==> src/common/crt_pkg.sv <==
package crt_pkg;

  // Register offsets on the register port.
  localparam logic [7:0] CRT_OFS_CTRL  = 8'hc8;
  localparam logic [7:0] CRT_OFS_MODE  = 8'hc9;
  localparam logic [7:0] CRT_OFS_RCAPL = 8'hca;
  localparam logic [7:0] CRT_OFS_RCAPH = 8'hcb;
  localparam logic [7:0] CRT_OFS_CNTL  = 8'hcc;
  localparam logic [7:0] CRT_OFS_CNTH  = 8'hcd;

  // Values after reset and fixed patterns.
  localparam logic [7:0]  CRT_CTRL_RST   = 8'h00;
  localparam logic [7:0]  CRT_MODE_RST   = 8'h00;
  localparam logic [15:0] CRT_WORD_RST   = 16'h0000;
  localparam logic [7:0]  CRT_BYTE_ZERO  = 8'h00;
  localparam logic [15:0] CRT_CNT_ZERO   = 16'h0000;
  localparam logic [15:0] CRT_CNT_MAX    = 16'hffff;
  localparam logic [15:0] CRT_CNT_ONE    = 16'h0001;
  localparam logic [7:0]  CRT_MODE_WMASK = 8'hfb;

  // Prescaler divisors in core clocks per count.
  localparam logic [3:0] CRT_DIV_BAUD = 4'h2;
  localparam logic [3:0] CRT_DIV_FAST = 4'h4;
  localparam logic [3:0] CRT_DIV_SLOW = 4'hc;
  localparam logic [3:0] CRT_PRE_ZERO = 4'h0;
  localparam logic [3:0] CRT_PRE_ONE  = 4'h1;

  // Pin positions in the synchroniser vector.
  localparam int CRT_NUM_PINS = 2;
  localparam int CRT_PIN_TRIG = 0;
  localparam int CRT_PIN_CNT  = 1;

  typedef struct packed {
    logic [7:0] addr;
    logic [7:0] wdata;
    logic       wr;
    logic       rd;
  } crt_bus_req_t;

  typedef struct packed {
    logic tf;
    logic exf;
    logic rclk;
    logic tclk;
    logic exen;
    logic run;
    logic cts;
    logic cprl;
  } crt_ctrl_t;

  typedef struct packed {
    logic [3:0] hc;
    logic       acl;
    logic       rsv;
    logic       coe;
    logic       down_count_enable;
  } crt_mode_t;

  typedef struct packed {
    crt_ctrl_t   ctrl;
    crt_mode_t   mode;
    logic [15:0] rcap;
    logic [15:0] cnt;
    logic [3:0]  pre;
    logic [7:0]  rdata;
    logic        irq;
    logic        baud_tick;
    logic        clk_out;
  } crt_state_t;

  typedef struct packed {
    logic [CRT_NUM_PINS-1:0] s1;
    logic [CRT_NUM_PINS-1:0] s2;
    logic [CRT_NUM_PINS-1:0] s3;
  } crt_sync_t;

  localparam crt_state_t CRT_STATE_RST = '{
    ctrl: CRT_CTRL_RST, mode: CRT_MODE_RST, rcap: CRT_WORD_RST, cnt: CRT_WORD_RST,
    pre: CRT_PRE_ZERO, rdata: CRT_BYTE_ZERO, irq: 1'b0, baud_tick: 1'b0, clk_out: 1'b0};

  localparam crt_sync_t CRT_SYNC_RST = '{s1: '1, s2: '1, s3: '1};

endpackage

==> src/logic/crt_timer.sv <==
// Local design decision: strobed register access.
`timescale 1ns/1ns
// Summary of operation
// - Overflow or down-count match sets overflow flag.
// - No overflow flag while baud source selected.
// - Trigger edge sets event flag outside down mode; down-mode overflow or match toggles it.
// - Event flag raises enabled timer interrupt.
// - Receive select picks baud source, forces baud.
// - Transmit select picks baud source, forces baud.
// - Trigger edges ignored unless enabled and non-baud.
// - Run bit gates counting; trigger reload or capture auto-clear still changes count when stopped.
// - Source select: prescaled clock or pin edges.
// - Baud mode counts every two core clocks.
// - Baud mode always reloads after overflow.
// - Reload mode reloads on overflow, or on trigger outside down mode.
// - Capture mode copies count on trigger edge.
// - Auto-clear zeroes count after capture.
// - Clock-out enable switches clock output function.
// - Down enable and trigger level set direction.
// - Capture registers double as reload value.
// - Hardware-clear bits for external interrupts two-five.

module crt_timer
  import crt_pkg::*;
(
  // Clock and reset
  input  wire logic         clk,
  input  wire logic         rst,
  // Register port
  input  wire crt_bus_req_t bus_req,
  output      logic [7:0]   rd_data,
  // Core side
  input  wire logic         timer_speed_select,
  input  wire logic         timer_irq_en,
  output      logic         timer_irq,
  output      logic         baud_tick,
  output      logic         rx_baud_sel,
  output      logic         tx_baud_sel,
  output      logic [3:0]   hw_clear,
  // Pins
  input  wire logic         trigger_pin,
  input  wire logic         count_input_pin_i,
  output      logic         count_input_pin_o,
  output      logic         count_input_pin_oe
);

  crt_state_t              st_q;
  crt_state_t              st_d;
  logic [CRT_NUM_PINS-1:0] pin_lvl;
  logic [CRT_NUM_PINS-1:0] pin_fall;
  logic [CRT_NUM_PINS-1:0] pin_raw;
  logic                    baud_mode;
  logic                    down_mode;
  logic                    count_dn;
  logic                    pre_tick;
  logic                    cnt_tick;
  logic                    ovf;
  logic                    unf;
  logic                    trig_ev;
  logic [3:0]              div;
  logic                    ctl_wr;
  logic                    mode_wr;
  logic                    cnt_wr;
  logic                    rcap_wr;

  assign pin_raw[CRT_PIN_TRIG] = trigger_pin;
  assign pin_raw[CRT_PIN_CNT]  = count_input_pin_i;

  crt_pin_sync u_sync (
    .clk   (clk),
    .rst   (rst),
    .pins  (pin_raw),
    .level (pin_lvl),
    .fall  (pin_fall)
  );

  assign ctl_wr  = bus_req.wr && (bus_req.addr == CRT_OFS_CTRL);
  assign mode_wr = bus_req.wr && (bus_req.addr == CRT_OFS_MODE);
  assign cnt_wr  = bus_req.wr && ((bus_req.addr == CRT_OFS_CNTL) ||
                                  (bus_req.addr == CRT_OFS_CNTH));
  assign rcap_wr = bus_req.wr && ((bus_req.addr == CRT_OFS_RCAPL) ||
                                  (bus_req.addr == CRT_OFS_RCAPH));

  assign baud_mode = st_q.ctrl.rclk || st_q.ctrl.tclk;

  assign div = baud_mode ? CRT_DIV_BAUD :
               (timer_speed_select ? CRT_DIV_FAST : CRT_DIV_SLOW);

  // The compare is at-or-above so a divisor change mid-count cannot stall.
  assign pre_tick = st_q.ctrl.run && (st_q.pre >= (div - CRT_PRE_ONE));

  assign cnt_tick = st_q.ctrl.run &&
                    ((baud_mode || !st_q.ctrl.cts) ? pre_tick : pin_fall[CRT_PIN_CNT]);

  assign down_mode = st_q.mode.down_count_enable && !st_q.ctrl.cprl && !baud_mode;

  assign count_dn = down_mode && !pin_lvl[CRT_PIN_TRIG];

  assign ovf = cnt_tick && !count_dn && (st_q.cnt == CRT_CNT_MAX);
  assign unf = cnt_tick && count_dn && (st_q.cnt == st_q.rcap);

  assign trig_ev = pin_fall[CRT_PIN_TRIG] && st_q.ctrl.exen && !baud_mode;

  always_comb begin
    st_d           = st_q;
    st_d.rdata     = CRT_BYTE_ZERO;
    st_d.baud_tick = 1'b0;
    st_d.pre       = (!st_q.ctrl.run || pre_tick) ? CRT_PRE_ZERO : st_q.pre + CRT_PRE_ONE;

    if (cnt_tick) begin
      if (ovf) begin
        st_d.cnt = (baud_mode || !st_q.ctrl.cprl) ? st_q.rcap : CRT_CNT_ZERO;
      end else if (unf) begin
        st_d.cnt = CRT_CNT_MAX;
      end else if (count_dn) begin
        st_d.cnt = st_q.cnt - CRT_CNT_ONE;
      end else begin
        st_d.cnt = st_q.cnt + CRT_CNT_ONE;
      end
    end

    // In up/down mode the trigger pin steers direction, so its edges do not reload.
    if (trig_ev && !down_mode) begin
      if (st_q.ctrl.cprl) begin
        st_d.rcap = st_q.cnt;
        if (st_q.mode.acl) begin
          st_d.cnt = CRT_CNT_ZERO;
        end
      end else begin
        st_d.cnt = st_q.rcap;
      end
    end

    if (ovf && st_q.mode.coe) begin
      st_d.clk_out = !st_q.clk_out;
    end
    st_d.baud_tick = ovf && baud_mode;

    if (ctl_wr) begin
      st_d.ctrl = crt_ctrl_t'(bus_req.wdata);
    end
    if (mode_wr) begin
      st_d.mode = crt_mode_t'(bus_req.wdata & CRT_MODE_WMASK);
    end

    // Hardware sets are applied after software writes, so a set beats a clear.
    // event flag toggle.
    if (down_mode && (ovf || unf)) begin
      st_d.ctrl.exf = !st_q.ctrl.exf;
    end
    if ((ovf || unf) && !baud_mode) begin
      st_d.ctrl.tf = 1'b1;
    end
    if (trig_ev && !down_mode) begin
      st_d.ctrl.exf = 1'b1;
    end

    if (bus_req.wr) begin
      case (bus_req.addr)
        CRT_OFS_RCAPL: begin
          st_d.rcap[7:0] = bus_req.wdata;
        end
        CRT_OFS_RCAPH: begin
          st_d.rcap[15:8] = bus_req.wdata;
        end
        CRT_OFS_CNTL: begin
          st_d.cnt[7:0] = bus_req.wdata;
        end
        CRT_OFS_CNTH: begin
          st_d.cnt[15:8] = bus_req.wdata;
        end
        default: begin
        end
      endcase
    end

    if (bus_req.rd) begin
      case (bus_req.addr)
        CRT_OFS_CTRL: begin
          st_d.rdata = st_q.ctrl;
        end
        CRT_OFS_MODE: begin
          st_d.rdata = st_q.mode & CRT_MODE_WMASK;
        end
        CRT_OFS_RCAPL: begin
          st_d.rdata = st_q.rcap[7:0];
        end
        CRT_OFS_RCAPH: begin
          st_d.rdata = st_q.rcap[15:8];
        end
        CRT_OFS_CNTL: begin
          st_d.rdata = st_q.cnt[7:0];
        end
        CRT_OFS_CNTH: begin
          st_d.rdata = st_q.cnt[15:8];
        end
        default: begin
          st_d.rdata = CRT_BYTE_ZERO;
        end
      endcase
    end

    st_d.irq = (st_q.ctrl.tf || st_q.ctrl.exf) && timer_irq_en;
  end

  always_ff @(posedge clk) begin
    if (rst) begin
      st_q <= CRT_STATE_RST;
    end else begin
      st_q <= st_d;
    end
  end

  assign rd_data            = st_q.rdata;
  assign timer_irq          = st_q.irq;
  assign baud_tick          = st_q.baud_tick;
  assign rx_baud_sel        = st_q.ctrl.rclk;
  assign tx_baud_sel        = st_q.ctrl.tclk;
  assign hw_clear           = st_q.mode.hc;
  assign count_input_pin_o  = st_q.clk_out;
  assign count_input_pin_oe = st_q.mode.coe;

  property p_ovf_flag;
    @(posedge clk) disable iff (rst)
      (ovf && !baud_mode) |=> st_q.ctrl.tf;
  endproperty
  a_ovf_flag: assert property (p_ovf_flag)
    else $error("Overflow did not set the overflow flag.");

  property p_no_tf_baud;
    @(posedge clk) disable iff (rst)
      (baud_mode && !ctl_wr && !st_q.ctrl.tf) |=> !st_q.ctrl.tf;
  endproperty
  a_no_tf_baud: assert property (p_no_tf_baud)
    else $error("Overflow flag set while a baud source is selected.");

  property p_irq;
    @(posedge clk) disable iff (rst)
      (st_q.ctrl.exf && timer_irq_en) |=> timer_irq;
  endproperty
  a_irq: assert property (p_irq)
    else $error("Event flag did not raise the timer interrupt.");

  property p_no_trig;
    @(posedge clk) disable iff (rst)
      (!st_q.ctrl.exen && pin_fall[CRT_PIN_TRIG] && !ctl_wr && !st_q.ctrl.exf && !ovf && !unf)
        |=> !st_q.ctrl.exf;
  endproperty
  a_no_trig: assert property (p_no_trig)
    else $error("Disabled trigger pin set the event flag.");

  property p_run_hold;
    @(posedge clk) disable iff (rst)
      (!st_q.ctrl.run && !cnt_wr && !trig_ev) |=> $stable(st_q.cnt);
  endproperty
  a_run_hold: assert property (p_run_hold)
    else $error("Count changed while stopped.");

  property p_pin_count;
    @(posedge clk) disable iff (rst)
      (st_q.ctrl.run && st_q.ctrl.cts && !baud_mode) |-> (cnt_tick == pin_fall[CRT_PIN_CNT]);
  endproperty
  a_pin_count: assert property (p_pin_count)
    else $error("Counter mode did not follow count pin edges.");

  property p_baud_rate;
    @(posedge clk) disable iff (rst)
      (cnt_tick && baud_mode && st_q.ctrl.run) ##1 (baud_mode && st_q.ctrl.run && !cnt_tick)
        ##1 (baud_mode && st_q.ctrl.run) |-> cnt_tick;
  endproperty
  a_baud_rate: assert property (p_baud_rate)
    else $error("Baud mode did not count every two clocks.");

  property p_baud_reload;
    @(posedge clk) disable iff (rst)
      (ovf && baud_mode && !cnt_wr) |=> (st_q.cnt == $past(st_q.rcap));
  endproperty
  a_baud_reload: assert property (p_baud_reload)
    else $error("Baud mode overflow did not reload.");

  property p_trig_reload;
    @(posedge clk) disable iff (rst)
      (trig_ev && !down_mode && !st_q.ctrl.cprl && !cnt_wr) |=> (st_q.cnt == $past(st_q.rcap));
  endproperty
  a_trig_reload: assert property (p_trig_reload)
    else $error("Trigger edge did not reload the count.");

  property p_capture;
    @(posedge clk) disable iff (rst)
      (trig_ev && st_q.ctrl.cprl && !rcap_wr) |=> (st_q.rcap == $past(st_q.cnt));
  endproperty
  a_capture: assert property (p_capture)
    else $error("Trigger edge did not capture the count.");

  property p_auto_clear;
    @(posedge clk) disable iff (rst)
      (trig_ev && st_q.ctrl.cprl && st_q.mode.acl && !cnt_wr) |=> (st_q.cnt == CRT_CNT_ZERO);
  endproperty
  a_auto_clear: assert property (p_auto_clear)
    else $error("Capture auto clear did not zero the count.");

  property p_clk_out;
    @(posedge clk) disable iff (rst)
      (ovf && st_q.mode.coe) |=> (count_input_pin_o != $past(count_input_pin_o));
  endproperty
  a_clk_out: assert property (p_clk_out)
    else $error("Clock output did not toggle on overflow.");

  property p_down;
    @(posedge clk) disable iff (rst)
      (cnt_tick && count_dn && !unf && !cnt_wr) |=> (st_q.cnt == $past(st_q.cnt) - CRT_CNT_ONE);
  endproperty
  a_down: assert property (p_down)
    else $error("Low trigger level did not count down.");

endmodule // crt_timer

==> src/logic/crt_pin_sync.sv <==
`timescale 1ns/1ns

module crt_pin_sync
  import crt_pkg::*;
(
  // Clock and reset
  input  wire logic                    clk,
  input  wire logic                    rst,
  // Raw pins
  input  wire logic [CRT_NUM_PINS-1:0] pins,
  // Synchronised results
  output      logic [CRT_NUM_PINS-1:0] level,
  output      logic [CRT_NUM_PINS-1:0] fall
);

  crt_sync_t st_q;
  crt_sync_t st_d;

  always_comb begin
    st_d    = st_q;
    st_d.s1 = pins;
    st_d.s2 = st_q.s1;
    st_d.s3 = st_q.s2;
  end

  always_ff @(posedge clk) begin
    if (rst) begin
      st_q <= CRT_SYNC_RST;
    end else begin
      st_q <= st_d;
    end
  end

  assign level = st_q.s2;

  for (genvar i = 0; i < CRT_NUM_PINS; i++) begin : g_edge
    assign fall[i] = st_q.s3[i] & ~st_q.s2[i];
  end

endmodule // crt_pin_sync

==> config.mk <==
export PLATFORM = sky130hd
export DESIGN_NAME = crt_timer
export DESIGN_NICKNAME = d
export VERILOG_FILES = /design/src/common/crt_pkg.sv /design/src/logic/crt_timer.sv /design/src/logic/crt_pin_sync.sv
export SDC_FILE = /design/constraint.sdc
export NUM_CORES = 1
export LEC_CHECK = 0
export ABC_CLOCK_PERIOD_IN_PS = 3700
export BUFFER_PORTS_ARGS = -buffer_cell sky130_fd_sc_hd__buf_2
export CORE_MARGIN = 3
export CORE_UTILIZATION = 40
export DETAILED_ROUTE_END_ITERATION = 6
export GPL_ROUTABILITY_DRIVEN = 0
export PLACE_DENSITY_LB_ADDON = 0.2
export SYNTH_ARGS = -nofsm -noshare
export SYNTH_HDL_FRONTEND = slang
export SYNTH_SLANG_ARGS = --single-unit
export TNS_END_PERCENT = 1
==> constraint.sdc <==
create_clock -name clk -period 3.7 [get_ports clk]
set_input_delay 0.555 -clock clk [delete_from_list [all_inputs] [get_ports clk]]
set_output_delay 0.555 -clock clk [all_outputs]
set_load 0.01 [all_outputs]
# Word level (Yosys, flattened, before mapping)

Cells that the tools add are included.
W data, S select, Z words.

Output and inout bits: 18
Register bits: 68
Bits of input ports: 24
Word-level logic and storage cells: 100

Mux-type cells: 22
$lt $le $gt $ge: 1
Reduce and logical (&&, ||, !) cells: 38
Bitwise gates (word level): 5
Eq/ne operators: 8
Add/subtract/negate cells: 4

Operator list:

| kind                    | count |
|---|---|
| $mux W16                | 8 |
| $mux W32                | 2 |
| $eq A8 B8 Y1 const B    | 6 |
| $pmux W8 S6             | 1 |
| $mux W8                 | 5 |
| $logic_and A1 B1 Y1     | 19 |
| $add A16 B1 Y16 const B | 1 |
| $eq A16 B16 Y1          | 1 |
| $eq A16 B16 Y1 const B  | 1 |
| $sub A16 B1 Y16 const B | 1 |
| $logic_not A1 Y1        | 9 |
| $mux W4                 | 2 |
| $logic_or A1 B1 Y1      | 6 |
| $add A4 B1 Y4 const B   | 1 |
| $ge A4 B4 Y1            | 1 |
| $mux W1                 | 4 |
| $reduce_or A2 Y1        | 2 |
| $sub A4 B1 Y4 const B   | 1 |
| $not A1 Y1              | 3 |
| $reduce_bool A3 Y1      | 1 |
| $and A1 B1 Y1           | 2 |
| $reduce_bool A2 Y1      | 1 |

# Logic depth before layout (Yosys ltp)

Depth in word-level cells: 17
Mapped depth: 13
Gate-level depth less buffers: 10

# Modules after synthesis

Synthesis repeated with hierarchy kept, for this count alone.

Cells, all modules: 581
Area, all modules: 4707.0 um^2

By module, submodules not included:

| module       | cells an instance | times used | sequential area each (um^2) | area each (um^2) |
|---|---|---|---|---|
| crt_timer    | 565               | 1          | 1241.2                      | 4521.8 |
| crt_pin_sync | 16                | 1          | 120.1                       | 185.2 |

# Worst setup path before layout

OpenSTA, ideal clock, no wires.

Path kind: register to register
Start: register st_q[47] in the netlist's numbering
End: register st_q[19] in the netlist's numbering
Stages on the path, launching flop included: 13
Buffers on the path: 2
Path slack: 0.745 ns
Arrival: 2.823 ns
Data required time: 3.568 ns
Setup time: 0.132 ns
Clock period less this slack: 2.955 ns
Cell sequence: dfxtp_1 > nor2b_1 > nand2_1 > buf_2 > buf_1 > xnor2_1 > ha_1 > or4_4 > o31ai_2 > a21oi_1 > o211a_1 > a2111oi_2 > nor3_1

Cells in the longest elaborated chain, start to end: 13
Elaborated cells between the ends (all ways): 19
Those cells by class: mux (9); reduce/logical (10)

Ends and longest elaborated chain:

| what                                                           | line                              | text |
|---|---|---|
| from (decl)                                                    | crt_timer.sv:47                   | `crt_state_t st_q;` |
| from (signal assigned)                                         | crt_timer.sv:210                  | `st_q <= st_d;` |
| $logic_and A1 B1 Y1 (*) (2 in a row)                           | crt_timer.sv:95                   | `assign down_mode = st_q.mode.down_count_enable && !st_q.ctrl.cprl && !baud_mode;` |
| $logic_and A1 B1 Y1                                            | crt_timer.sv:97                   | `assign count_dn = down_mode && !pin_lvl[CRT_PIN_TRIG];` |
| $logic_and A1 B1 Y1 / $logic_not A1 Y1 (equally long branches) | crt_timer.sv:100, crt_timer.sv:99 |  |
| $logic_and A1 B1 Y1, on equally long branches                  | crt_timer.sv:100, crt_timer.sv:99 |  |
| $mux W16 / $logic_and A1 B1 Y1 (equally long branches)         | crt_timer.sv:113, crt_timer.sv:99 |  |
| $mux W16                                                       | crt_timer.sv:111                  | `if (ovf) begin` |
| $mux W16                                                       | crt_timer.sv:110                  | `if (cnt_tick) begin` |
| $mux W16                                                       | crt_timer.sv:126                  | `if (st_q.mode.acl) begin` |
| $mux W16                                                       | crt_timer.sv:124                  | `if (st_q.ctrl.cprl) begin` |
| $mux W32 (*)                                                   | crt_timer.sv:123                  | `if (trig_ev && !down_mode) begin` |
| $mux W8                                                        | crt_timer.sv:159                  | `case (bus_req.addr)` |
| $mux W32 (*)                                                   | crt_timer.sv:158                  | `if (bus_req.wr) begin` |

Mark *: on every way between the ends. The rest lies on a longest branch, timed or not.
A chain may end at the register's enable or synchronous reset.

# Worst setup path after layout

Start: register st_q, in the netlist tx_baud_sel
End: register st_q[20] in the netlist's numbering

Cells in the longest elaborated chain, start to end: 17
Elaborated cells between the ends (all ways): 30
Those cells by class: add/sub (1); order compare (1); mux (12); reduce/logical (16)

Ends and longest elaborated chain:

| what                             | line             | text |
|---|---|---|
| $logic_or A1 B1 Y1 (*)           | crt_timer.sv:84  | `assign baud_mode = st_q.ctrl.rclk \|\| st_q.ctrl.tclk;` |
| $mux W4                          | crt_timer.sv:86  | `assign div = baud_mode ? CRT_DIV_BAUD :` |
| $sub A4 B1 Y4                    | crt_timer.sv:90  | `assign pre_tick = st_q.ctrl.run && (st_q.pre >= (div - CRT_PRE_ONE));` |
| $ge A4 B4 Y1                     | crt_timer.sv:90  |  |
| $logic_and A1 B1 Y1              | crt_timer.sv:90  |  |
| $mux W1                          | crt_timer.sv:93  | `((baud_mode \|\| !st_q.ctrl.cts) ? pre_tick : pin_fall[CRT_PIN_CNT]);` |
| $logic_and A1 B1 Y1              | crt_timer.sv:92  | `assign cnt_tick = st_q.ctrl.run &&` |
| $logic_and A1 B1 Y1 (2 in a row) | crt_timer.sv:100 | `assign unf = cnt_tick && count_dn && (st_q.cnt == st_q.rcap);` |
| $mux W16                         | crt_timer.sv:113 | `end else if (unf) begin` |
| $mux W16                         | crt_timer.sv:111 |  |
| $mux W16                         | crt_timer.sv:110 |  |
| $mux W16                         | crt_timer.sv:126 |  |
| $mux W16                         | crt_timer.sv:124 |  |
| $mux W32 (*)                     | crt_timer.sv:123 |  |
| $mux W8                          | crt_timer.sv:159 |  |
| $mux W32 (*)                     | crt_timer.sv:158 |  |

Marks and branches as above.

==> impl_metrics.toml <==
[power]
totalPowerFinal_uw = 1800
switching_share_pct = 22.7
leakage_uw = 0.00197
pwr-share-seq_pct = 41.8
p_sw_uw = 408
combPwrFrac_pct = 6.4
clockPowerShare_pct = 51.8
power_per_cell_area_nw_per_um2 = 355
p_int_uw = 1390
ir_drop_uv = 458

[clock_network]
postCtsHoldBufs = 0
clockRootBuffer = "clkbuf_16"
clock_path_buffers = 2
cts_tree = "built"
cts_setup_buffers = 0
cts_buffers = 9
clkLatencyLatePin_ps = 330
path_clk_slew_ps = 60
h-tree-depth = 3
post_cts_resized = 0
cts.sinks = 68

[detailed_routing]
drt_first_pass_iters = 6
drt_iter0_drc = 664
routedWlPerCell_um = 22.1
viasPerCell = 6.42
drc = 0
final_antenna_net_count = 0
drt_wl_total_mm = 15.5
vias = 4523

[worst_setup_path]
rrSetupSlack_ps = 370
crit_chain = "nor2_1 -> inv_1 -> ha_1 -> a211o_1 -> a221oi_1 -> nor2_1 -> nor2_2 -> a221oi_1 -> a311o_1 -> a21oi_1"
cp.required_ps = 3960
end_kind = "flop"
critPathLaunchType = "flop"
startpoint = "tx_baud_sel$_SDFFE_PP0P_"
slowest_delay_ps = 450
cp_max_fo = 15
critPathTopFamily = "compound AO/OA/AOI/OAI gates"
cp.arrival_ps = 3590
r2r-end = "st_q[20]$_SDFF_PP0_"
path_buf_inv = 1
reg2reg_depth = 10
cp_slowest_cell = "a221oi_1"
cp_num_cells = 10
reg2reg_from = "tx_baud_sel$_SDFFE_PP0P_"
crit_type = "flop to flop"

[timing]
skew_ps = 6.50
rsz0062_at_grt = "false"
setup_tns_ps = 0
fmax_ghz = 0.300
slew_viol_final = 0
finalSetupViolCount = 0
finalCritPeriodShare_pct = 90.0
worst_slew_pin_slew_ps = 997
final-hold-violation-count = 0
relSlewSlack_pct = 33.4
period_needed_ps = 3330

[synthesis]
yosys_warnings = 0
synth.avg_cell_area_um2 = 8.27
synth.ff_latch_count = 68
async_flop_share_pct = 0
synth_ff_type = "dfxtp_1"
synth_edf_count = 0
synth_cells = 546
synth_cell_types = 68
ys_seq_area_share_pct = 30.2
synth_area_um2 = 4510
synth_nets = 575

[layout]
antenna_cells = 0
layout-drive-gt1-share_pct = 18.4
final_cell_mix = "70 x nor2_1, 68 x dfxtp_1, 43 x nand2_1"
fin_nets = 589
syn2layout_area_growth_pct = 12.3
mostFrequentLayoutCell = "nor2_1"
utilization_pct = 46.4

[run]
max_cap_viol_count = 0

[floorplanning]
die_x_um = 112
fp.coreArea_um2 = 10900
rows = 38
die-height_um = 112
start_util_pct = 41.3
fp.dieArea_um2 = 12600
pin_count = 42

[global_route]
grt_pass1_wl_mm = 24.8
grt.overflow.total = 0
gr-usage-all-layers_pct = 25.0
grt_pass1_vias = 4361
antenna_found_initial = 0
grt_max_degree = 47

[worst_hold_path]
hold_depth = 1
min_from = "u_sync.st_d[3]$_SDFF_PP1_"
hold_class = "flop to flop"
holdPathEnd = "u_sync.level[1]$_SDFF_PP1_"

[status]
status = "finished, final reports clean"

[placed_design]
place_hpwl_mm = 11.3
numPortBuffers = 41
## cell usage after synthesis (3+ instances only)
cell type   n  share of area, %
a311oi_1    3              0.58
inv_1       5              0.42
clkbuf_1   24               2.0
nor3b_1     3              0.50
a221oi_1    8               1.6
nor4_1      9               1.2
nor3_1     11               1.2
buf_4      14               2.3
nand2b_1    7              0.97
nand3_1    16               1.8
nand2_1    43               3.6
o32ai_1     3              0.58
o31ai_1     3              0.50
o21ai_0    13               1.4
a22oi_1     8               1.3
mux4_2      7               3.5
buf_1       6              0.50
dfxtp_1    68                30
xor2_1      6               1.2
buf_2      10               1.1
o211ai_1    3              0.50
a21oi_1    26               2.9
ha_1        5               1.4
a211oi_1   26               4.3
a31oi_1     5              0.69
nand4_1    17               2.4
mux2_2      3              0.75
nor2_1     70               5.8
or3_1       4              0.55
and4_1      4              0.78
or2_2       7              0.97
or4_4       3              0.75
xnor2_1    19               3.7
mux2i_1    34               7.5
a22o_1      7               1.4
o21ai_1     6              0.67
## through the flow
step           hold slack (ps)  instances  worst slack [ps]  instance area, um^2
6_report                   409        705               368                 5070
5_1_grt                    402        705               101                 5070
4_1_cts                    400        705               449                 5070
3_5_place_dp               399        689               415                 4740
3_3_place_gp               395        689               600                 4740
2_1_floorplan              389        546               745                 4510
## worst reg2reg max path, cell delays in order, from the launching register on
cell and delay [ps]:
dfxtp_1 360, nor2_1 370, inv_1 90, ha_1 280
a211o_1 320, a221oi_1 450, nor2_1 350, nor2_2 420
a221oi_1 170, a311o_1 350, a21oi_1 110
## layout make-up
class,instances,area (um^2)
Timing Repair Buffer,58,333
Sequential cell,68,1360
Clock buffer,10,239
Inverter,5,18.8
Clock inverter,6,87.6
Multi-Input combinational cell,418,2860
Tap cell,140,175
Fill cell,1089,5870
## how the worst max path moves through the flow
stage / to / slack, ps
global placement: st_q[22]$_SDFF_PP0_ / 600
floorplan: st_q[19]$_SDFF_PP0_ / 750
detailed placement: st_q[22]$_SDFF_PP0_ / 420
finish: st_q[20]$_SDFF_PP0_ / 370
global route: st_q[20]$_SDFF_PP0_ / 100
CTS: st_q[20]$_SDFF_PP0_ / 450
## logic make-up (layout without fill, tap and decap cells)
kind of cell	after synthesis	after routing	share of synthesized area [%]
DFF	68	68	30.2
buffers and inverters	60	79	6.60
AOI/OAI and AO/OA	132	132	21.1
xor gates and xnor gates	25	25	4.85
adders and majority gates	5	5	1.39
muxes	46	46	12.3
and+or+nand+nor	210	210	23.7
## power groups by stage
| stage | registers, uW | logic [uW] | clock network, uW |
|---|---|---|---|
| after global routing | 753 | 124 | 979 |
| after global placement | 768 | 112 | 0 |
| after floorplan | 759 | 76.2 | 0 |
| final | 753 | 115 | 932 |
| after detailed placement | 768 | 113 | 0 |
| after CTS | 752 | 113 | 944 |
## flip-flops by register name (all words and copies together), names as in the netlist
name,count
u_sync.level,2
st_q,44
u_sync.st_d,2
rd_data,8
count_input_pin_oe,1
timer_irq,1
baud_tick,1
hw_clear,4
u_sync.st_q,2
rx_baud_sel,1
tx_baud_sel,1
count_input_pin_o,1
## metal layers
metal | GRT usage [%] | share of wire, % | vias to the layer above
met5 | 0 | 0 | -
met4 | 8.33 | 3.0 | 0
met3 | 5.88 | 9.5 | 46
met2 | 37.7 | 44 | 278
met1 | 35.2 | 44 | 2145
li1 | - | - | 2054
(Power assumes the default switching activity.)
